$ cat config.mk
export PLATFORM = sky130hd
export DESIGN_NAME = cabu_core
export DESIGN_NICKNAME = d
export VERILOG_FILES = /design/src/design/cabu_core.v
export VERILOG_INCLUDE_DIRS = /design/src /design/src/design
export SDC_FILE = /design/constraint.sdc
export NUM_CORES = 1
export LEC_CHECK = 0
export ABC_AREA = 1
export BUFFER_PORTS_ARGS = -buffer_cell sky130_fd_sc_hd__buf_2
export CORE_MARGIN = 8
export CORE_UTILIZATION = 45
export DETAILED_ROUTE_END_ITERATION = 16
export GPL_ROUTABILITY_DRIVEN = 0
export HOLD_SLACK_MARGIN = 0.12
export PLACE_DENSITY = 0.73
export REMOVE_ABC_BUFFERS = 1
export SETUP_SLACK_MARGIN = 0.05
export SYNTH_ARGS = -nofsm -noshare
export SYNTH_HDL_FRONTEND = slang
export SYNTH_SLANG_ARGS = --single-unit
$ cat constraint.sdc
create_clock -name clk_sys -period 5.8 [get_ports clk_sys]
set_input_delay 0 -clock clk_sys [delete_from_list [all_inputs] [get_ports clk_sys]]
set_output_delay 0 -clock clk_sys [all_outputs]
set_load 0.01 [all_outputs]
$ cat src/design/cabu_defs.vh
// Constants of the execution unit: opcodes, flag positions, register map, cycle counts
`ifndef CABU_DEFS_VH
`define CABU_DEFS_VH
// Operation codes presented on exec_op
`define CABU_OP_ADD 6'h00
`define CABU_OP_ADD_CARRY 6'h01
`define CABU_OP_SUB 6'h02
`define CABU_OP_SUBTRACT_IMM 6'h03
`define CABU_OP_SUBTRACT_CARRY 6'h04
`define CABU_OP_SUBTRACT_IMM_CARRY 6'h05
`define CABU_OP_AND 6'h06
`define CABU_OP_AND_IMM 6'h07
`define CABU_OP_OR 6'h08
`define CABU_OP_OR_IMM 6'h09
`define CABU_OP_XOR 6'h0A
`define CABU_OP_TEST_ZERO_MINUS 6'h0B
`define CABU_OP_SET_BITS 6'h0C
`define CABU_OP_CLEAR_BITS 6'h0D
`define CABU_OP_WORD_ADD_IMM 6'h0E
`define CABU_OP_WORD_SUB_IMM 6'h0F
`define CABU_OP_JUMP_INDIRECT 6'h10
`define CABU_OP_CALL_INDIRECT 6'h11
`define CABU_OP_RETURN 6'h12
`define CABU_OP_RETURN_IRQ 6'h13
`define CABU_OP_COMPARE_SKIP_EQUAL 6'h14
`define CABU_OP_SKIP_REG_BIT_CLEAR 6'h15
`define CABU_OP_SKIP_REG_BIT_SET 6'h16
`define CABU_OP_SKIP_IO_BIT_CLEAR 6'h17
`define CABU_OP_SKIP_IO_BIT_SET 6'h18
`define CABU_OP_SET_IO_BIT 6'h19
`define CABU_OP_CLEAR_IO_BIT 6'h1A
`define CABU_OP_BRANCH_FLAG_SET 6'h1B
`define CABU_OP_BRANCH_FLAG_CLEAR 6'h1C
`define CABU_OP_BRANCH_SIGNED_GE 6'h1D
`define CABU_OP_BRANCH_SIGNED_LT 6'h1E
`define CABU_OP_BRANCH_UNSIGNED_GE 6'h1F
`define CABU_OP_BRANCH_UNSIGNED_LT 6'h20
`define CABU_OP_BRANCH_IRQ_ON 6'h21
`define CABU_OP_BRANCH_IRQ_OFF 6'h22
// Fixed-flag branches 0x23..0x2E: pairs V,H,T,Z,C,N; odd code = taken on 1
`define CABU_OP_BRANCH_FIXED_FIRST 6'h23
`define CABU_OP_BRANCH_FIXED_LAST 6'h2E
// Status flag bit positions
`define CABU_FLAG_C 0
`define CABU_FLAG_Z 1
`define CABU_FLAG_N 2
`define CABU_FLAG_V 3
`define CABU_FLAG_S 4
`define CABU_FLAG_H 5
`define CABU_FLAG_T 6
`define CABU_FLAG_I 7
`define CABU_FLAGS_RESET 8'h00
// Register indices; byte address is four times the index
`define CABU_IDX_STATUS_FLAGS 8'h5F
`define CABU_IDX_PROG_COUNTER 8'h60
`define CABU_IDX_EXEC_STATE 8'h61
// Serial-port window that refuses single-bit I/O writes
`define CABU_IO_SERIAL_FIRST 6'h08
`define CABU_IO_SERIAL_LAST 6'h0E
// Cycle counts
`define CABU_CYC_ONE 3'h1
`define CABU_CYC_TWO 3'h2
`define CABU_CYC_CALL 3'h3
`define CABU_CYC_RETURN 3'h6
`endif

$ cat src/design/cabu_core.v
// Execution unit of a small 8-bit core: ALU, flags, program counter, Wishbone registers
// Notes on behaviour
// - Add, subtract, subtract-with-carry, reg or immediate, one cycle, set Z C N V S H.
// - AND, OR, XOR in one cycle set Z N V S; carry, half-carry untouched.
// - Test ANDs register with itself, value unchanged, sets Z N V S.
// - Clear-bits ANDs with inverted mask, set-bits ORs mask; both set Z N V S.
// - Word-immediate add and subtract are unsupported on this core.
// - Indirect jump loads PC low 16 bits from Z, upper zero, two cycles.
// - Indirect call pushes return address, loads PC from Z, three cycles.
// - Compare-skip skips next instruction when equal, PC plus 2 or 3, 1/2 cycles.
// - Register bit skips test one bit, skip on clear or set, 1/2 cycles.
// - I/O bit skips test one bit of an I/O register, 1/2 cycles.
// - Single-bit I/O writes never touch serial-port registers 0x08 to 0x0E.
// - Generic branches test a chosen flag, taken loads PC+k+1, 1/2 cycles.
// - Signed GE taken when N xor V is 0, LT when it is 1.
// - Unsigned same-or-higher taken on carry 0, lower on carry 1.
// - Interrupt-state branches taken on I flag 1 or 0, target PC+k+1.
// - Dedicated branches on V H T Z C N, each on flag set or clear.
//
// The implementer's own choice: register access over Wishbone.
`include "cabu_defs.vh"

module cabu_core #(
  parameter PC_W = 22
)(
  input wire clk_sys,
  input wire nrst,
  input wire wb_cyc_i,
  input wire wb_stb_i,
  input wire wb_we_i,
  input wire [9:0] wb_adr_i,
  input wire [3:0] wb_sel_i,
  input wire [31:0] wb_dat_i,
  output reg [31:0] wb_dat_o,
  output wire wb_ack_o,
  input wire exec_valid,
  output wire exec_ready,
  input wire [5:0] exec_op,
  input wire [3:0] exec_dst,
  input wire [7:0] exec_rd,
  input wire [7:0] exec_rr,
  input wire [7:0] exec_imm,
  input wire [2:0] exec_bit,
  input wire [6:0] exec_offset,
  input wire [5:0] exec_io_addr,
  input wire exec_next_two_word,
  input wire [15:0] z_ptr,
  input wire [7:0] io_rdata,
  input wire [PC_W-1:0] stack_pop_pc,
  output reg [7:0] res_data_q,
  output reg [3:0] res_dst_q,
  output reg res_we_q,
  output reg io_we_q,
  output reg [5:0] io_addr_q,
  output reg [7:0] io_wdata_q,
  output reg push_we_q,
  output reg [PC_W-1:0] push_pc_q,
  output reg pop_re_q,
  output reg done_q,
  output reg illegal_q,
  output reg [PC_W-1:0] pc_q,
  output reg [7:0] status_flags_q
);

  reg rst_s1_q;
  reg rst_s2_q;
  wire rst_n;
  reg busy_q;
  reg [2:0] cnt_q;
  reg ack_q;
  reg [2:0] last_cyc_q;

  // Reset release through two flops so every register leaves reset on one edge
  always @(posedge clk_sys or negedge nrst)
  begin
    if (!nrst)
    begin
      rst_s1_q <= 1'b0;
      rst_s2_q <= 1'b0;
    end
    else
    begin
      rst_s1_q <= 1'b1;
      rst_s2_q <= rst_s1_q;
    end
  end
  assign rst_n = rst_s2_q;

  wire fire = exec_valid & ~busy_q;
  assign exec_ready = ~busy_q;

  // Operand select: immediate forms take exec_imm in place of the second register
  wire use_imm = (exec_op == `CABU_OP_SUBTRACT_IMM) || (exec_op == `CABU_OP_SUBTRACT_IMM_CARRY)
    || (exec_op == `CABU_OP_AND_IMM) || (exec_op == `CABU_OP_OR_IMM)
    || (exec_op == `CABU_OP_SET_BITS) || (exec_op == `CABU_OP_CLEAR_BITS);
  wire [7:0] opb = use_imm ? exec_imm : exec_rr;
  wire cin_add = (exec_op == `CABU_OP_ADD_CARRY) & status_flags_q[`CABU_FLAG_C];
  wire cin_sub = ((exec_op == `CABU_OP_SUBTRACT_CARRY) || (exec_op == `CABU_OP_SUBTRACT_IMM_CARRY))
    & status_flags_q[`CABU_FLAG_C];
  wire [8:0] sum9 = {1'b0, exec_rd} + {1'b0, opb} + {8'h00, cin_add};
  wire [4:0] hsum5 = {1'b0, exec_rd[3:0]} + {1'b0, opb[3:0]} + {4'h0, cin_add};
  wire [8:0] dif9 = {1'b0, exec_rd} - {1'b0, opb} - {8'h00, cin_sub};
  wire [4:0] hdif5 = {1'b0, exec_rd[3:0]} - {1'b0, opb[3:0]} - {4'h0, cin_sub};
  wire [PC_W-1:0] pc_inc = pc_q + {{(PC_W-1){1'b0}}, 1'b1};
  wire [PC_W-1:0] pc_rel = pc_inc + {{(PC_W-7){exec_offset[6]}}, exec_offset};
  wire [PC_W-1:0] pc_skip = pc_q + (exec_next_two_word ? {{(PC_W-2){1'b0}}, 2'h3}
    : {{(PC_W-2){1'b0}}, 2'h2});
  wire io_serial = (exec_io_addr >= `CABU_IO_SERIAL_FIRST) &&
    (exec_io_addr <= `CABU_IO_SERIAL_LAST);

  // Flag index for the dedicated branches, in pairs V,H,T,Z,C,N
  function [2:0] fixed_flag;
    input [5:0] op;
    begin
      case (op)
        6'h23, 6'h24: fixed_flag = `CABU_FLAG_V;
        6'h25, 6'h26: fixed_flag = `CABU_FLAG_H;
        6'h27, 6'h28: fixed_flag = `CABU_FLAG_T;
        6'h29, 6'h2A: fixed_flag = `CABU_FLAG_Z;
        6'h2B, 6'h2C: fixed_flag = `CABU_FLAG_C;
        default: fixed_flag = `CABU_FLAG_N;
      endcase
    end
  endfunction

  reg [7:0] alu_r;
  reg alu_we;
  reg arith;
  reg logic_op;
  reg sub_op;
  reg [7:0] fl_d;
  reg [PC_W-1:0] pc_d;
  reg [2:0] cyc_d;
  reg io_we_d;
  reg [7:0] io_wdata_d;
  reg push_d;
  reg pop_d;
  reg illegal_d;
  reg take;
  reg [2:0] fsel;

  // Decode and execute; everything is resolved in the cycle an operation is taken
  always @*
  begin
    alu_r = 8'h00;
    alu_we = 1'b0;
    arith = 1'b0;
    logic_op = 1'b0;
    sub_op = 1'b0;
    fl_d = status_flags_q;
    pc_d = pc_inc;
    cyc_d = `CABU_CYC_ONE;
    io_we_d = 1'b0;
    io_wdata_d = io_rdata;
    push_d = 1'b0;
    pop_d = 1'b0;
    illegal_d = 1'b0;
    take = 1'b0;
    fsel = fixed_flag(exec_op);
    case (exec_op)
      `CABU_OP_ADD, `CABU_OP_ADD_CARRY:
      begin
        arith = 1'b1;
        alu_r = sum9[7:0];
      end
      `CABU_OP_SUB, `CABU_OP_SUBTRACT_IMM, `CABU_OP_SUBTRACT_CARRY,
      `CABU_OP_SUBTRACT_IMM_CARRY:
      begin
        arith = 1'b1;
        sub_op = 1'b1;
        alu_r = dif9[7:0];
      end
      `CABU_OP_AND, `CABU_OP_AND_IMM:
      begin
        logic_op = 1'b1;
        alu_r = exec_rd & opb;
      end
      `CABU_OP_OR, `CABU_OP_OR_IMM, `CABU_OP_SET_BITS:
      begin
        logic_op = 1'b1;
        alu_r = exec_rd | opb;
      end
      `CABU_OP_XOR:
      begin
        logic_op = 1'b1;
        alu_r = exec_rd ^ exec_rr;
      end
      `CABU_OP_TEST_ZERO_MINUS:
      begin
        logic_op = 1'b1;
        alu_r = exec_rd & exec_rd;
      end
      `CABU_OP_CLEAR_BITS:
      begin
        logic_op = 1'b1;
        alu_r = exec_rd & (8'hFF - exec_imm);
      end
      `CABU_OP_WORD_ADD_IMM, `CABU_OP_WORD_SUB_IMM:
        illegal_d = 1'b1;
      `CABU_OP_JUMP_INDIRECT:
      begin
        pc_d = {{(PC_W-16){1'b0}}, z_ptr};
        cyc_d = `CABU_CYC_TWO;
      end
      `CABU_OP_CALL_INDIRECT:
      begin
        push_d = 1'b1;
        pc_d = {{(PC_W-16){1'b0}}, z_ptr};
        cyc_d = `CABU_CYC_CALL;
      end
      `CABU_OP_RETURN, `CABU_OP_RETURN_IRQ:
      begin
        pop_d = 1'b1;
        pc_d = stack_pop_pc;
        cyc_d = `CABU_CYC_RETURN;
        if (exec_op == `CABU_OP_RETURN_IRQ)
          fl_d[`CABU_FLAG_I] = 1'b1;
      end
      `CABU_OP_COMPARE_SKIP_EQUAL:
        take = (exec_rd == exec_rr);
      `CABU_OP_SKIP_REG_BIT_CLEAR:
        take = ~exec_rd[exec_bit];
      `CABU_OP_SKIP_REG_BIT_SET:
        take = exec_rd[exec_bit];
      `CABU_OP_SKIP_IO_BIT_CLEAR:
        take = ~io_rdata[exec_bit];
      `CABU_OP_SKIP_IO_BIT_SET:
        take = io_rdata[exec_bit];
      `CABU_OP_SET_IO_BIT, `CABU_OP_CLEAR_IO_BIT:
      begin
        // Read-modify-write of one bit; serial registers would lose pending data
        io_we_d = ~io_serial;
        io_wdata_d[exec_bit] = (exec_op == `CABU_OP_SET_IO_BIT);
      end
      `CABU_OP_BRANCH_FLAG_SET:
        take = status_flags_q[exec_bit];
      `CABU_OP_BRANCH_FLAG_CLEAR:
        take = ~status_flags_q[exec_bit];
      `CABU_OP_BRANCH_SIGNED_GE:
        take = ~(status_flags_q[`CABU_FLAG_N] ^ status_flags_q[`CABU_FLAG_V]);
      `CABU_OP_BRANCH_SIGNED_LT:
        take = status_flags_q[`CABU_FLAG_N] ^ status_flags_q[`CABU_FLAG_V];
      `CABU_OP_BRANCH_UNSIGNED_GE:
        take = ~status_flags_q[`CABU_FLAG_C];
      `CABU_OP_BRANCH_UNSIGNED_LT:
        take = status_flags_q[`CABU_FLAG_C];
      `CABU_OP_BRANCH_IRQ_ON:
        take = status_flags_q[`CABU_FLAG_I];
      `CABU_OP_BRANCH_IRQ_OFF:
        take = ~status_flags_q[`CABU_FLAG_I];
      default:
      begin
        if ((exec_op >= `CABU_OP_BRANCH_FIXED_FIRST) && (exec_op <= `CABU_OP_BRANCH_FIXED_LAST))
          take = ~(status_flags_q[fsel] ^ exec_op[0]);
        else
          illegal_d = 1'b1;
      end
    endcase
    // Skips and branches: two cycles only when taken
    if (take)
    begin
      cyc_d = `CABU_CYC_TWO;
      if (exec_op <= `CABU_OP_SKIP_IO_BIT_SET)
        pc_d = pc_skip;
      else
        pc_d = pc_rel;
    end
    // Arithmetic flags; untouched flags keep their value
    if (arith)
    begin
      alu_we = 1'b1;
      fl_d[`CABU_FLAG_N] = alu_r[7];
      if (sub_op)
      begin
        fl_d[`CABU_FLAG_C] = dif9[8];
        fl_d[`CABU_FLAG_H] = hdif5[4];
        fl_d[`CABU_FLAG_V] = (exec_rd[7] & ~opb[7] & ~alu_r[7]) | (~exec_rd[7] & opb[7] & alu_r[7]);
        // Carry forms chain Z across bytes so multi-byte compares see the whole word
        fl_d[`CABU_FLAG_Z] = (alu_r == 8'h00) & (~(exec_op == `CABU_OP_SUBTRACT_CARRY
          || exec_op == `CABU_OP_SUBTRACT_IMM_CARRY) | status_flags_q[`CABU_FLAG_Z]);
      end
      else
      begin
        fl_d[`CABU_FLAG_C] = sum9[8];
        fl_d[`CABU_FLAG_H] = hsum5[4];
        fl_d[`CABU_FLAG_V] = (exec_rd[7] & opb[7] & ~alu_r[7]) | (~exec_rd[7] & ~opb[7] & alu_r[7]);
        fl_d[`CABU_FLAG_Z] = (alu_r == 8'h00);
      end
      fl_d[`CABU_FLAG_S] = fl_d[`CABU_FLAG_N] ^ fl_d[`CABU_FLAG_V];
    end
    // Logic flags: V cleared, carry and half-carry left alone
    if (logic_op)
    begin
      alu_we = ~(exec_op == `CABU_OP_TEST_ZERO_MINUS);
      fl_d[`CABU_FLAG_Z] = (alu_r == 8'h00);
      fl_d[`CABU_FLAG_N] = alu_r[7];
      fl_d[`CABU_FLAG_V] = 1'b0;
      fl_d[`CABU_FLAG_S] = alu_r[7];
    end
  end

  // Register bus decode; a request counts only while ack is low, so one access acts once
  wire bus_req = wb_cyc_i & wb_stb_i & ~ack_q;
  wire bus_wr = bus_req & wb_we_i & wb_sel_i[0];
  wire [7:0] bus_idx = wb_adr_i[9:2];

  // Execution state: results, side effects and the multi-cycle hold
  always @(posedge clk_sys or negedge rst_n)
  begin
    if (!rst_n)
    begin
      busy_q <= 1'b0;
      cnt_q <= 3'h0;
      res_data_q <= 8'h00;
      res_dst_q <= 4'h0;
      res_we_q <= 1'b0;
      io_we_q <= 1'b0;
      io_addr_q <= 6'h00;
      io_wdata_q <= 8'h00;
      push_we_q <= 1'b0;
      push_pc_q <= {PC_W{1'b0}};
      pop_re_q <= 1'b0;
      done_q <= 1'b0;
      illegal_q <= 1'b0;
      pc_q <= {PC_W{1'b0}};
      last_cyc_q <= 3'h0;
    end
    else
    begin
      res_we_q <= fire & alu_we;
      io_we_q <= fire & io_we_d;
      push_we_q <= fire & push_d;
      pop_re_q <= fire & pop_d;
      illegal_q <= fire & illegal_d;
      done_q <= (fire & (cyc_d == `CABU_CYC_ONE)) | (busy_q & (cnt_q == 3'h1));
      if (fire)
      begin
        res_data_q <= alu_r;
        res_dst_q <= exec_dst;
        io_addr_q <= exec_io_addr;
        io_wdata_q <= io_wdata_d;
        push_pc_q <= pc_inc;
        pc_q <= pc_d;
        last_cyc_q <= cyc_d;
        busy_q <= (cyc_d != `CABU_CYC_ONE);
        cnt_q <= cyc_d - 3'h1;
      end
      else if (busy_q)
      begin
        cnt_q <= cnt_q - 3'h1;
        busy_q <= (cnt_q != 3'h1);
      end
    end
  end

  // Flags: an executing operation wins over a bus write in the same cycle
  always @(posedge clk_sys or negedge rst_n)
  begin
    if (!rst_n)
      status_flags_q <= `CABU_FLAGS_RESET;
    else if (fire)
      status_flags_q <= fl_d;
    else if (bus_wr && (bus_idx == `CABU_IDX_STATUS_FLAGS))
      status_flags_q <= wb_dat_i[7:0];
  end

  // Wishbone classic slave: one wait state, ack dropped after one cycle
  always @(posedge clk_sys or negedge rst_n)
  begin
    if (!rst_n)
      ack_q <= 1'b0;
    else
      ack_q <= bus_req;
  end
  assign wb_ack_o = ack_q;

  // Read data; unmapped addresses read zero
  always @(posedge clk_sys or negedge rst_n)
  begin
    if (!rst_n)
      wb_dat_o <= 32'h00000000;
    else if (bus_idx == `CABU_IDX_STATUS_FLAGS)
      wb_dat_o <= {24'h000000, status_flags_q};
    else if (bus_idx == `CABU_IDX_PROG_COUNTER)
      wb_dat_o <= {{(32-PC_W){1'b0}}, pc_q};
    else if (bus_idx == `CABU_IDX_EXEC_STATE)
      wb_dat_o <= {24'h000000, 4'h0, busy_q, last_cyc_q};
    else
      wb_dat_o <= 32'h00000000;
  end

endmodule

==> impl_metrics.toml <==
[placed_design]
io_buffers = 227
dp_cells = 1965
dp_slack_ns = 1.82
place_area_mm2 = 0.0112
dp_hpwl_mm = 27.7

[yosys]
synth_ff_type = "dfrtp_1"
synth_area_leaders = "dfrtp_1 30%, nand2_1 15%, inv_1 7.8%, ha_1 7.1%, o21ai_0 6.8%"
synth_warnings = 0
syn_avg_cell_area_um2 = 6.59
synth-seq-cells = 116
synth_top_cell_by_area = "dfrtp_1"
synth_cells = 1492
synth_area_mm2 = 0.00983
synthDistinctLibCells = 55
ys_async_sr_fraction = 1.00
synth_edf_count = 0
ys_seq_area_frac = 0.295
synth.top_cell.area_share = 0.295

[power_and_ir_drop]
pwr-share-seq = 0.265
p_leak_nw = 6.68
p_int_mw = 2.70
p_clk_frac = 0.202
ir_drop_v = 0.000226
combPwrFrac = 0.533
p_sw_frac = 0.470
p_sw_mw = 2.40
power.density_mw_per_mm2 = 406

[clocking]
htreeDepth = 4
cts_max_path_buffers = 2
holdBufCountCts = 84
root_buffer = "clkbuf_16"
clkSlewWorstSetupHoldPaths_ns = 0.06
cts_setup_buffers = 0
numCtsBuffers = 17
cts_resized = 0
clk_latency_ns = 0.42
cts_tree = "yes"
cts_sinks = 116

[finish]
most-common-layout-cells = "405 x nand2_1, 227 x buf_2, 202 x inv_1"
fill_cells = 2057
final_common_cell = "nand2_1"
stdcell_count = 2082
finalNetCount = 1997
layout-drive-gt1-share = 0.159
design_area_mm2 = 0.0126
multi_input_area_mm2 = 0.00592
areaGrowthSynthToFinish_pct = 27.8
ff_latch_area_mm2 = 0.00291

[status]
status = "finished, final reports clean"

[critical_path]
endpoint_kind = "flop"
crit_fanout = 18
cpMaxStageDelayCell = "nor2_1"
cpPeakStageDelay_ns = 0.89
cp-start-kind = "primary input"
cp.arrival_ns = 5.16
cp.required_ns = 6.16
cp_cell_sequence = "dlygate4sd3_1, buf_2, inv_1, nand3_1, clkinv_1, nor2_1, clkinv_1, nor2_1, a221oi_1, dlygate4sd3_1, nand3_1, nand3_1, dlygate4sd3_1, nand2_1"
crit_type = "in -> reg"

[sta]
fin_crit_ns = 4.80
hold_violations = 0
setup_ws_ns = 0.998
fmaxAchievable_ghz = 0.208
final-setup-viol-count = 0
final_max_slew_viol_count = 0
grt_setup_unrepaired = "no"
period_share = 0.828
relSlewSlack = 0.342
fin_skew_ns = 0.0126
fin_setup_tns_ns = 0
worst_pin_slew_ns = 0.985

[global_routing]
grt.total_usage = 0.274
grt_pass1_wl_mm = 58.5
grt_pass1_vias = 11300
grt_max_degree = 71
grt_overflow = 0
antenna_found_initial = 2

[routing]
drtIter0Drc = 963
drc = 0
drtAntennaViolNets = 0
wl_per_cell_um = 17.7
vias = 11400
routed_wl_mm = 36.8
vias_per_cell = 5.47
drt_first_pass_iters = 8

[die]
die-area_mm2 = 0.0268
core_area_mm2 = 0.0216
ios = 267
std_cell_rows = 54
die_h_um = 164
initial_utilization = 0.455
die_w_um = 164

[worst_hold_path]
hp-class = "in -> reg"

[job]
cap_violations = 0
[cell type report]
cell class              count  area share
flip-flops and latches    116       0.231
clock inverters            14      0.0103
repair buffers            318       0.162
multi-input cells        1124       0.471
diodes                      1    0.000199
clock buffers              18      0.0350
well taps                 280      0.0279
inverters                 211      0.0630
[worst max-delay path, delay by kind of cell]
kind	cells	cell delay [ns]
compound gates	1	0.07
buf+inv	7	3.51
simple gates	6	1.54
[stage by stage]
stage	utilization	hold slack, ns	power, mW
final	0.581	0.142	5.10
after global routing	0.581	0.167	5.49
after CTS	0.581	0.121	5.07
after detailed placement	0.516	-0.210	3.89
after global placement	0.516	-0.215	3.85
after floorplan	-	-0.296	2.98
[metal layers]
| layer | wire, um | GRT usage | part of all wire |
|---|---|---|---|
| met1 | 14000 | 0.320 | 0.38 |
| met2 | 18200 | 0.477 | 0.49 |
| met3 | 3060 | 0.0504 | 0.083 |
| met4 | 1510 | 0.130 | 0.041 |
| met5 | 11 | 0 | 0.00030 |
[synth_stat cells (all sizes together) (2+ instances only)]
library cell  instances
a22oi                 5
o22a                  2
nand2               407
o211ai                7
clkbuf               29
a21oi                69
or2                   4
a211oi                8
o22ai                12
o31ai                 3
nor3                 30
and2                  2
o21bai                4
ha                   56
xor2                 28
clkinv                5
inv                 206
a221oi               12
o21ai               146
a31oi                 8
dfrtp               116
nor2                129
nand3b                4
nand4                20
fa                    4
o221ai                5
nor4                  9
o21a                  5
nand3               105
conb                  2
xnor2                13
buf                  21
a22o                  4
a21o                  2
o311ai                3
[path summary, 6_finish.rpt]
path,end,from,slack [ns],cells past startpoint
max,pc_q[0]$_DFFE_PN0P_,exec_op[1],1.0,14
min,wb_dat_o[7]$_DFF_PN0_,wb_adr_i[7],0.14,4
max reg2reg,pc_q[15]$_DFFE_PN0P_,pc_q[3]$_DFFE_PN0P_,1.36,22
min reg2reg,rst_n$_DFF_PN0_,rst_s1_q$_DFF_PN0_,0.36,0
max in group asynchronous,push_pc_q[16]$_DFFE_PN0P_,rst_n$_DFF_PN0_,4.13,1
min in group asynchronous,io_addr_q[1]$_DFFE_PN0P_,rst_n$_DFF_PN0_,0.37,0
[power by group through the flow]
| stage | registers [mW] | clock network (mW) | logic [mW] |
|---|---|---|---|
| finish | 1.35 | 1.03 | 2.72 |
| global route | 1.39 | 1.08 | 3.03 |
| CTS | 1.34 | 1.04 | 2.69 |
| detailed placement | 1.35 | 0 | 2.54 |
| global placement | 1.35 | 0 | 2.50 |
| floorplan | 1.41 | 0 | 1.57 |
[registers in the layout (all words and copies together) (netlist names), 3 cells and up]
register / count
pc_q: 22
push_pc_q: 22
wb_dat_o: 22
io_wdata_q: 8
res_data_q: 8
status_flags_q: 8
io_addr_q: 6
res_dst_q: 4
cnt_q: 3
last_cyc_q: 3
[logic make-up after synthesis]
| family | after synthesis | share of synthesized area |
|---|---|---|
| compound gates | 300 | 0.177 |
| xor+xnor | 41 | 0.0365 |
| fa+ha+maj | 60 | 0.0794 |
| buf+inv | 261 | 0.107 |
| flops | 116 | 0.295 |
| other cells | 2 | 0.000764 |
| simple gates | 712 | 0.304 |
(Power assumes the default switching activity.)
